## config.mk

```make
export PLATFORM = sky130hd
export DESIGN_NAME = dsp_seq
export DESIGN_NICKNAME = d
export VERILOG_FILES = /design/src/rtl/dsp_pkg.sv /design/src/rtl/dsp_sync_if.sv /design/src/rtl/dsp_seq.sv /design/src/rtl/dsp_sync.sv
export SDC_FILE = /design/constraint.sdc
export NUM_CORES = 1
export LEC_CHECK = 0
export BUFFER_PORTS_ARGS = -buffer_cell sky130_fd_sc_hd__buf_2
export CAP_MARGIN = 5
export CORE_MARGIN = 5
export CORE_UTILIZATION = 31
export CTS_BUF_LIST = sky130_fd_sc_hd__clkbuf_8
export CTS_CLUSTER_DIAMETER = 30
export DETAILED_ROUTE_END_ITERATION = 7
export GPL_ROUTABILITY_DRIVEN = 0
export SYNTH_ARGS = -nofsm -noshare
export SYNTH_HDL_FRONTEND = slang
export SYNTH_SLANG_ARGS = --single-unit
export TNS_END_PERCENT = 1
```

## constraint.sdc

```tcl
create_clock -name clk -period 2.3 [get_ports clk]
set_input_delay 0 -clock clk [delete_from_list [all_inputs] [get_ports clk]]
set_output_delay 0 -clock clk [all_outputs]
set_load 0.02 [all_outputs]
```

## src/rtl/dsp_pkg.sv

```systemverilog
package dsp_pkg;
  // Phase codes, high bit first.
  localparam logic [1:0] PH_NULL   = 2'h1;
  localparam logic [1:0] PH_INTEG  = 2'h2;
  localparam logic [1:0] PH_RAMP   = 2'h3;
  localparam logic [1:0] PH_CLEAR  = 2'h0;
  // Default phase timing in cycles of the 200 MHz clock.
  localparam int          CLK_MHZ        = 200;
  localparam int          T_INT_MS       = 66;
  localparam int          T_INT_CYC      = T_INT_MS * 1000 * CLK_MHZ;
  localparam int          CNT_W          = 32;
  localparam int          SIGN_LEAD_CYC  = 1;
  // Sequencer states.
  typedef enum logic [2:0] {
    ST_IDLE  = 3'b000,
    ST_NULL  = 3'b001,
    ST_INTEG = 3'b010,
    ST_RAMP  = 3'b011,
    ST_CLEAR = 3'b100
  } dsp_state_t;
endpackage

```

## src/rtl/dsp_sync_if.sv

```systemverilog
`timescale 1ns/1ps
// Carries the synchronised comparator and its edges.
interface dsp_sync_if;
  logic level;
  logic rise;
  logic fall;
  modport src (output level, output rise, output fall);
  modport dst (input level, input rise, input fall);
endinterface

```

## src/rtl/dsp_seq.sv

```systemverilog
`timescale 1ns/1ps
module dsp_seq
#(
  parameter int T_INT_CYC = dsp_pkg::T_INT_CYC,
  parameter int CNT_W     = dsp_pkg::CNT_W
)
(
  // Clock and reset.
  input  wire logic             clk,
  input  wire logic             reset,
  // User request and channel choice.
  input  wire logic             start,
  input  wire logic [1:0]       chan,
  // Result.
  output logic                  busy,
  output logic                  done,
  output logic                  sign,
  output logic [CNT_W-1:0]      magnitude,
  // Converter pins.
  output logic [1:0]            ph_code,
  output logic                  mux_sel_hi,
  output logic                  mux_sel_lo,
  input  wire logic             zero_cross_out
);
  // Phase lengths and the sign sampling point, all at the counter width.
  localparam logic [CNT_W-1:0] TINT      = CNT_W'(T_INT_CYC);
  localparam logic [CNT_W-1:0] SLEAD     = CNT_W'(dsp_pkg::SIGN_LEAD_CYC);
  localparam logic [CNT_W-1:0] ONE       = CNT_W'(1);
  localparam logic [CNT_W-1:0] TINT_LAST = TINT - ONE;
  localparam logic [CNT_W-1:0] SIGN_AT   = TINT - SLEAD;
  localparam logic [CNT_W-1:0] CNT_MAX   = '1;

  // Synchronised comparator view.
  dsp_sync_if zc ();
  logic                zc_level;
  logic                zc_rise;
  logic                zc_fall;

  // Sequencer state.
  dsp_pkg::dsp_state_t state_ff;
  dsp_pkg::dsp_state_t nxt_state;
  logic [CNT_W-1:0]    cnt_ff;
  logic [CNT_W-1:0]    nxt_cnt;
  logic [1:0]          ph_ff;
  logic [1:0]          nxt_ph;

  // Result state.
  logic                busy_ff;
  logic                nxt_busy;
  logic                done_ff;
  logic                nxt_done;
  logic                sign_ff;
  logic                nxt_sign;
  logic [CNT_W-1:0]    mag_ff;
  logic [CNT_W-1:0]    nxt_mag;
  logic [1:0]          chan_ff;
  logic [1:0]          nxt_chan;

  // The comparator is asynchronous, so it passes two stages before any use.
  dsp_sync u_sync
  (
    .clk    (clk),
    .reset  (reset),
    .pin_in (zero_cross_out),
    .so     (zc)
  );

  // Local copies keep the interface out of the state logic.
  assign zc_level = zc.level;
  assign zc_rise  = zc.rise;
  assign zc_fall  = zc.fall;

  // Next phase, count and state of the conversion sequence.
  // The phase code is registered together with the state, so pins and state never disagree.
  always_comb
  begin
    nxt_state = state_ff;
    nxt_cnt   = cnt_ff;
    nxt_ph    = ph_ff;
    case (state_ff)
      dsp_pkg::ST_IDLE:
      begin
        // Auto-zero doubles as the idle phase and may last any time.
        nxt_ph = dsp_pkg::PH_NULL;
        if (start)
        begin
          nxt_state = dsp_pkg::ST_NULL;
          nxt_cnt   = '0;
        end
      end
      dsp_pkg::ST_NULL:
      begin
        nxt_ph = dsp_pkg::PH_NULL;
        // Auto-zero before integrating lasts as long as integration itself.
        if (cnt_ff == TINT_LAST)
        begin
          nxt_state = dsp_pkg::ST_INTEG;
          nxt_cnt   = '0;
          nxt_ph    = dsp_pkg::PH_INTEG;
        end
        else
        begin
          nxt_cnt = cnt_ff + ONE;
        end
      end
      dsp_pkg::ST_INTEG:
      begin
        // The same fixed length every time; the code then steps straight to 11.
        if (cnt_ff == TINT_LAST)
        begin
          nxt_state = dsp_pkg::ST_RAMP;
          nxt_cnt   = '0;
          nxt_ph    = dsp_pkg::PH_RAMP;
        end
        else
        begin
          nxt_cnt = cnt_ff + ONE;
        end
      end
      dsp_pkg::ST_RAMP:
      begin
        // The count runs from the code change to the comparator fall.
        if (zc_fall)
        begin
          nxt_state = dsp_pkg::ST_CLEAR;
          nxt_ph    = dsp_pkg::PH_CLEAR;
        end
        else if (cnt_ff != CNT_MAX)
        begin
          // Saturates rather than wraps; a dead comparator leaves the block busy.
          nxt_cnt = cnt_ff + ONE;
        end
      end
      dsp_pkg::ST_CLEAR:
      begin
        // Leave residue clearing on the very rising edge to avoid overshoot.
        if (zc_rise)
        begin
          nxt_state = dsp_pkg::ST_IDLE;
          nxt_ph    = dsp_pkg::PH_NULL;
        end
      end
      default:
      begin
        nxt_state = dsp_pkg::ST_IDLE;
        nxt_ph    = dsp_pkg::PH_NULL;
      end
    endcase
  end

  // Registers the sequencer.
  always_ff @(posedge clk)
  begin
    if (reset)
    begin
      state_ff <= dsp_pkg::ST_IDLE;
      cnt_ff   <= '0;
      ph_ff    <= dsp_pkg::PH_NULL;
    end
    else
    begin
      state_ff <= nxt_state;
      cnt_ff   <= nxt_cnt;
      ph_ff    <= nxt_ph;
    end
  end

  // Next values of the result and the channel choice.
  always_comb
  begin
    nxt_busy = busy_ff;
    nxt_done = 1'b0;
    nxt_sign = sign_ff;
    nxt_mag  = mag_ff;
    nxt_chan = chan_ff;
    if ((state_ff == dsp_pkg::ST_IDLE) && start)
    begin
      // The channel is latched at start so it is settled before integration.
      nxt_busy = 1'b1;
      nxt_chan = chan;
    end
    // Early samples are noisy, so the sign is taken just before integration ends.
    if ((state_ff == dsp_pkg::ST_INTEG) && (cnt_ff == SIGN_AT))
    begin
      nxt_sign = zc_level;
    end
    if ((state_ff == dsp_pkg::ST_RAMP) && zc_fall)
    begin
      nxt_mag = cnt_ff;
    end
    if ((state_ff == dsp_pkg::ST_CLEAR) && zc_rise)
    begin
      nxt_busy = 1'b0;
      nxt_done = 1'b1;
    end
  end

  // Registers the result.
  always_ff @(posedge clk)
  begin
    if (reset)
    begin
      busy_ff <= 1'b0;
      done_ff <= 1'b0;
      sign_ff <= 1'b0;
      mag_ff  <= '0;
      chan_ff <= 2'h0;
    end
    else
    begin
      busy_ff <= nxt_busy;
      done_ff <= nxt_done;
      sign_ff <= nxt_sign;
      mag_ff  <= nxt_mag;
      chan_ff <= nxt_chan;
    end
  end

  // Every output comes straight from a register.
  assign ph_code    = ph_ff;
  assign mux_sel_hi = chan_ff[1];
  assign mux_sel_lo = chan_ff[0];
  assign busy       = busy_ff;
  assign done       = done_ff;
  assign sign       = sign_ff;
  assign magnitude  = mag_ff;
endmodule

```

## src/rtl/dsp_sync.sv

```systemverilog
`timescale 1ns/1ps
module dsp_sync
(
  // Clock and reset.
  input  wire logic clk,
  input  wire logic reset,
  // Raw comparator pin.
  input  wire logic pin_in,
  // Synchronised view.
  dsp_sync_if.src   so
);
  logic meta_ff;
  logic sync_ff;
  logic last_ff;
  logic nxt_meta;
  logic nxt_sync;
  logic nxt_last;

  // The first stage feeds only the second; edges are taken from stage two on.
  always_comb
  begin
    nxt_meta = pin_in;
    nxt_sync = meta_ff;
    nxt_last = sync_ff;
  end

  // Registers the two stages and the edge history.
  always_ff @(posedge clk)
  begin
    if (reset)
    begin
      meta_ff <= 1'b0;
      sync_ff <= 1'b0;
      last_ff <= 1'b0;
    end
    else
    begin
      meta_ff <= nxt_meta;
      sync_ff <= nxt_sync;
      last_ff <= nxt_last;
    end
  end

  // Edge pulses last one cycle each.
  assign so.level = sync_ff;
  assign so.rise  = sync_ff & ~last_ff;
  assign so.fall  = ~sync_ff & last_ff;
endmodule

```

* Word-level counts from Yosys, hierarchy flattened *
Index checks and enable logic that the tools add are counted.

cells by class
  muxes and demuxes = 17
  reductions and logical operators = 11
  $add $sub $neg = 1
  bitwise operators = 4
  eq/ne operators = 13

operator list
  operator               number
  $mux 32                4
  $pmux 32 s3            1
  $add 32x1->32 const B  1
  $eq 32x24->1 const B   1
  $ne 32x32->1 const B   1
  $mux 3                 5
  $pmux 3 s5             1
  $ne 2x2->1 const B     6
  $mux 2                 4
  $pmux 2 s4             1
  $eq 3x2->1 const B     2
  $reduce_and 5->1       1
  $logic_and 1x1->1      4
  $reduce_and 4->1       1
  $reduce_or 2->1        2
  $eq 3x1->1 const B     1
  $eq 3x3->1 const B     1
  $logic_not 3->1        1
  $reduce_and 3->1       1
  $reduce_bool 3->1      1
  $and 1x1->1            2
  $ne 2x1->1 const B     1
  $not 1->1              2
  $mux 1                 1

word-level totals
  output and inout port bits = 39
  register bits = 77
  bits of input ports = 6

* Depth between registers and ports, before layout *
  depth after elaboration = 4
  gate-level depth with buffers = 8
  mapped depth without buffers = 7

* By module *
A second synthesis with hierarchy kept.

unflattened totals
  cell total of the unflattened synthesis = 456
  area total of the unflattened synthesis = 3,634.7 sq um

by module, submodules not included
  module    cells an instance  times used  area an instance (sq um)  sequential area each (sq um)
  dsp_seq   448                1           3,543.4                   1,481.4
  dsp_sync  8                  1           91.3                      60.1

* Least setup slack after synthesis *
No wires, ideal clock.

  path type = register -> register
  start = register cnt_ff[27]
  end = register cnt_ff[27]
  setup slack = 0.389 ns
  data arrival time = 1.794 ns
  cell stages (with the launch flop) = 8
  setup time = 0.117 ns
  buffers on the path = 1
  cells stage by stage = dfxtp_1 > buf_2 > inv_1 > or4_4 > nor4_4 > nor4b_1 > xnor2_1 > nor2_1

between the ends
  longest elaborated chain between the ends = 4
  elaborated cells on any way between the ends = 9
  those cells by class = 1 x add/sub; 3 x eq/ne; 4 x mux; 1 x reduce/logical

ends and longest elaborated chain
  what                      line                                            source
  start: declaration        dsp_seq.sv:42                                   logic [CNT_W-1:0] cnt_ff;
  start signal: assignment  dsp_seq.sv:163                                  cnt_ff <= nxt_cnt;
  $add 32x1->32             dsp_seq.sv:103, dsp_seq.sv:117, dsp_seq.sv:131
  $mux 32                   dsp_seq.sv:128                                  else if (cnt_ff != CNT_MAX)
  $mux 32                   dsp_seq.sv:123                                  if (zc_fall)
  $pmux 32 s3               dsp_seq.sv:80                                   case (state_ff)

Several ways; a longest one is shown, not always the timed one. The select of a mux whose other input is x is not followed.
A chain may end at the register's enable or synchronous reset.

* Worst setup path in the final report *
  start = register cnt_ff[0]
  end = register cnt_ff[17]

Same word-level chain as after synthesis.

==> metrics list <==
* Outcome: finished clean
- Maximum cell stage delay along the critical path: 370 ps
- Number of buffer and inverter stages on the critical path: 1
* Cell accounting for the most synthesized area: dfxtp_1
* Post-synthesis instance area: 3450 µm²
* Min cycle time layout: 2090 ps
* Worst setup slack after layout: 213 ps
* Clk_skew: 18.4 ps
* All-layer global routing usage: 13.2%
* Clock tree from TritonCTS: done
- Cells with a size suffix above 1 make up 20.3% of the layout.
- Initial Util: 31.7%
- The share of total power dissipated in the clock network is 43.5%.
- Counting along the longest clock path gives a buffer depth of 2.
- Measured against its own limit, the worst slew margin works out to 48.7%.
- During I/O placement, the number of pins put on the boundary was 45.
- Detail Route Antenna Nets: 0
- Avg Synthesized Cell Area: 8.26 µm²
- Final net count: 478
* Unrepaired setup endpoints after global routing: no
- Cell depth of the worst flop-to-flop path: 8
* Asr flop ratio synth: 0%
- Syn Inst Count: 418
- Total clock sinks: 77
* Synth top area share: 44.7%
* Area growth, synth to finish: 20.6%
- Clock slew at the register clock pins of the worst setup and hold paths: 90 ps
- TritonCTS buffer count: 9
- The final hold violation count was 0.
- # Post-CTS Setup Buffers: 0
* CP endpoint kind: flop
- The analysis attributes to cell leakage a power of 1.51 nW.
- Die W: 116 µm
- For the worst setup path, the data arrival time is 2320 ps.
* Average wire per standard cell: 13.7 µm
- Counting buffers and inverters, the worst setup path is 8 cells deep.
- Reg-to-reg slack, setup: 210 ps
- Number of design rule violations left after detail routing: 0
* Slowest cell on crit path: dfxtp_1
* Number of distinct library cells after synthesis: 43
- Counting stages on the worst path, the most repeated cell is and4_1.
* Final critical-path share of the clock period: 90.8%
- The die is 116 µm tall.
* Number of stages on the worst hold path: 2
* Combinational share of power: 3.6%
* Synth top area cells: dfxtp_1 (45%), nand2_1 (8.5%), xnor2_1 (6.6%)
* Residual overflow from global routing: 0
* Vias per inst: 4.90
- Initial drt markers: 159
- In this run the worst path has a maximum fanout of 11.
* Maximum level of the CTS H-tree: 3
- The detailed router placed 3011 vias in this run.
- After detailed routing, the total wire length is 8400 µm.
- Count of flip-flops with a built-in enable after synthesis: 0
* Highest clock frequency the design can meet: 0.479 GHz
- For this design the ratio of total power to cell area is 614 nW/µm².
- I/O Buffers: 44
- Timing analysis after detailed placement gives a worst setup slack of 219 ps.
* Clock Root Buffer: clkbuf_8
- The share of total power dissipated in sequential elements is 52.9%.
- The worst hold path belongs to the class in2reg.
- Worst-case vdd ir drop: 0.268 mV
- Among all flip-flop cells after synthesis, the most frequent one is dfxtp_1.
* CP delay by family, top: simple AND/OR/NAND/NOR gates
- Total net switching power: 0.574 mW
* Count of max-cap constraint violations: 0
* Fraction of the yosys area taken by sequential cells: 44.7%
* Type of the setup path with the least slack: reg2reg
- Final max-slew violation count: 0
* Finish-stage setup viols: 0
- Dpl hpwl: 6060 µm
- Final hold analysis gives a worst-case slack of 107 ps.
* P_int: 1.98 mW
- Insertion delay of the later-clocked pin in the worst-skew pair: 350 ps
* Antenna diode count: 0
- Number of synthesized register bits: 77
- The worst setup path is launched from a flop.
- Worst Max-Slew Pin Slew: 759 ps
* Total negative setup slack: 0 ps
- Number of antenna violations at the first check in global routing: 0
- The via count of the first global-routing pass was 2908.
- Core Area: 10900 µm²
* Net count of the mapped netlist: 426
- The first global-routing pass estimated 14200 µm of wire.
- Cell chain of the critical path: ha_1, and3_1, and4_1, and4_1, buf_4, nor4_1, xnor2_1, nor2_1
- Length of the first detailed-routing pass in iterations: 4
- The layout has 1116 filler cells.
- After floorplanning, the core was divided into 38 placement rows.
- Largest net degree at the start of global routing: 34
- Total power for the finished layout comes to 2.56 mW.
- For the worst setup path, the data required time is 2540 ps.
- In this run switching power makes up 22.5% of total power.
* Yosys Warn Count: 0
- Die Outline Area: 13300 µm²
-- worst paths after layout --
path                                   endpoint           start
worst min register to register  u_sync.so.level  u_sync.meta_ff
worst max-delay path                 cnt_ff[17]       cnt_ff[0]
worst min-delay path                  cnt_ff[6]           reset
worst max register to register       cnt_ff[17]       cnt_ff[0]
-- cells in the mapped netlist (all sizes together), types with 3 or more instances --
cell and n:
nor4 11, mux2i 4, nand2b 4, buf 11, nor3 21, nand3 18, xnor2 26, or3 4
nor4b 6, a21oi 36, and2 3, dfxtp 77, nand2 78, clkbuf 17, nand3b 4, o21ai 5
nor2 45, nand4 8, nor2b 3, and4 7, and3 7, xor2 3, inv 3
-- layer usage --
layer / part of all wire [%] / global-route usage [%]
met1: 51 / 18.5
met2: 42 / 19.6
met3: 5.8 / 3.45
met4: 1.3 / 4.38
met5: 0 / 0
-- layout make-up --
| cell class | instances | area (µm²) | share of cell area, % |
|---|---|---|---|
| clock inverter | 6 | 88.8 | 2.13 |
| multi-input combinational | 310 | 1790 | 43.1 |
| timing repair buffer | 69 | 428 | 10.3 |
| inverter | 3 | 11.3 | 0.271 |
| sequential | 77 | 1540 | 37.0 |
| clock buffer | 9 | 124 | 2.98 |
| tap | 140 | 175 | 4.21 |
-- power by group through the flow --
stage,combinational [mW],sequential (mW),clock (mW)
after floorplan,0.0562,1.38,0
after global placement,0.0882,1.38,0
after detailed placement,0.0903,1.38,0
after CTS,0.0942,1.35,1.14
after global routing,0.104,1.35,1.20
final,0.0927,1.35,1.11
-- registers in the layout, indices dropped and copies added, names as in the netlist --
| name | cells |
|---|---|
| u_sync.so.level | 1 |
| busy | 1 |
| ph_code | 2 |
| done | 1 |
| cnt_ff | 32 |
| sign | 1 |
| magnitude | 32 |
| state_ff | 3 |
| u_sync.meta_ff | 1 |
| chan_ff | 2 |
| u_sync.last_ff | 1 |
-- stage by stage --
step                      util [%]  cell area, µm²  std cells
after floorplan                  -            3450        418
after global placement        35.9            3910        596
after detailed placement      35.9            3910        596
after CTS                     38.1            4150        614
after global routing          38.2            4160        614
final                         38.2            4160        614
-- kinds of logic after synthesis --
kind of cell	count (synthesis)	share of synthesized area, %
simple gates	225	34.1
flops	77	44.7
compound gates	50	8.08
buf+inv	31	3.95
xor+xnor	29	7.36
mux	4	1.16
fa+ha+maj	2	0.725
-- layout by cell type (no fill, tap or decap), drive strengths merged, types with 4 or more instances in the layout --
cell and count:
nand2 78, dfxtp 77, buf 66, nor2 45, a21oi 36, xnor2 26, nor3 21, nand3 18
nor4 11, clkbuf 9, nand4 8, and4 7, and3 7, nor4b 6, o21ai 5, nand2b 4
mux2i 4, or3 4, nand3b 4
-- repair_timing --
action / 4_1_cts / 5_1_grt
gates resized for setup: 0 / 2
hold buffers: 3 / 0
endpoints found under the setup margin: 0 / 14
hold endpoints to repair: 3 / 0
(Power assumes the default switching activity.)
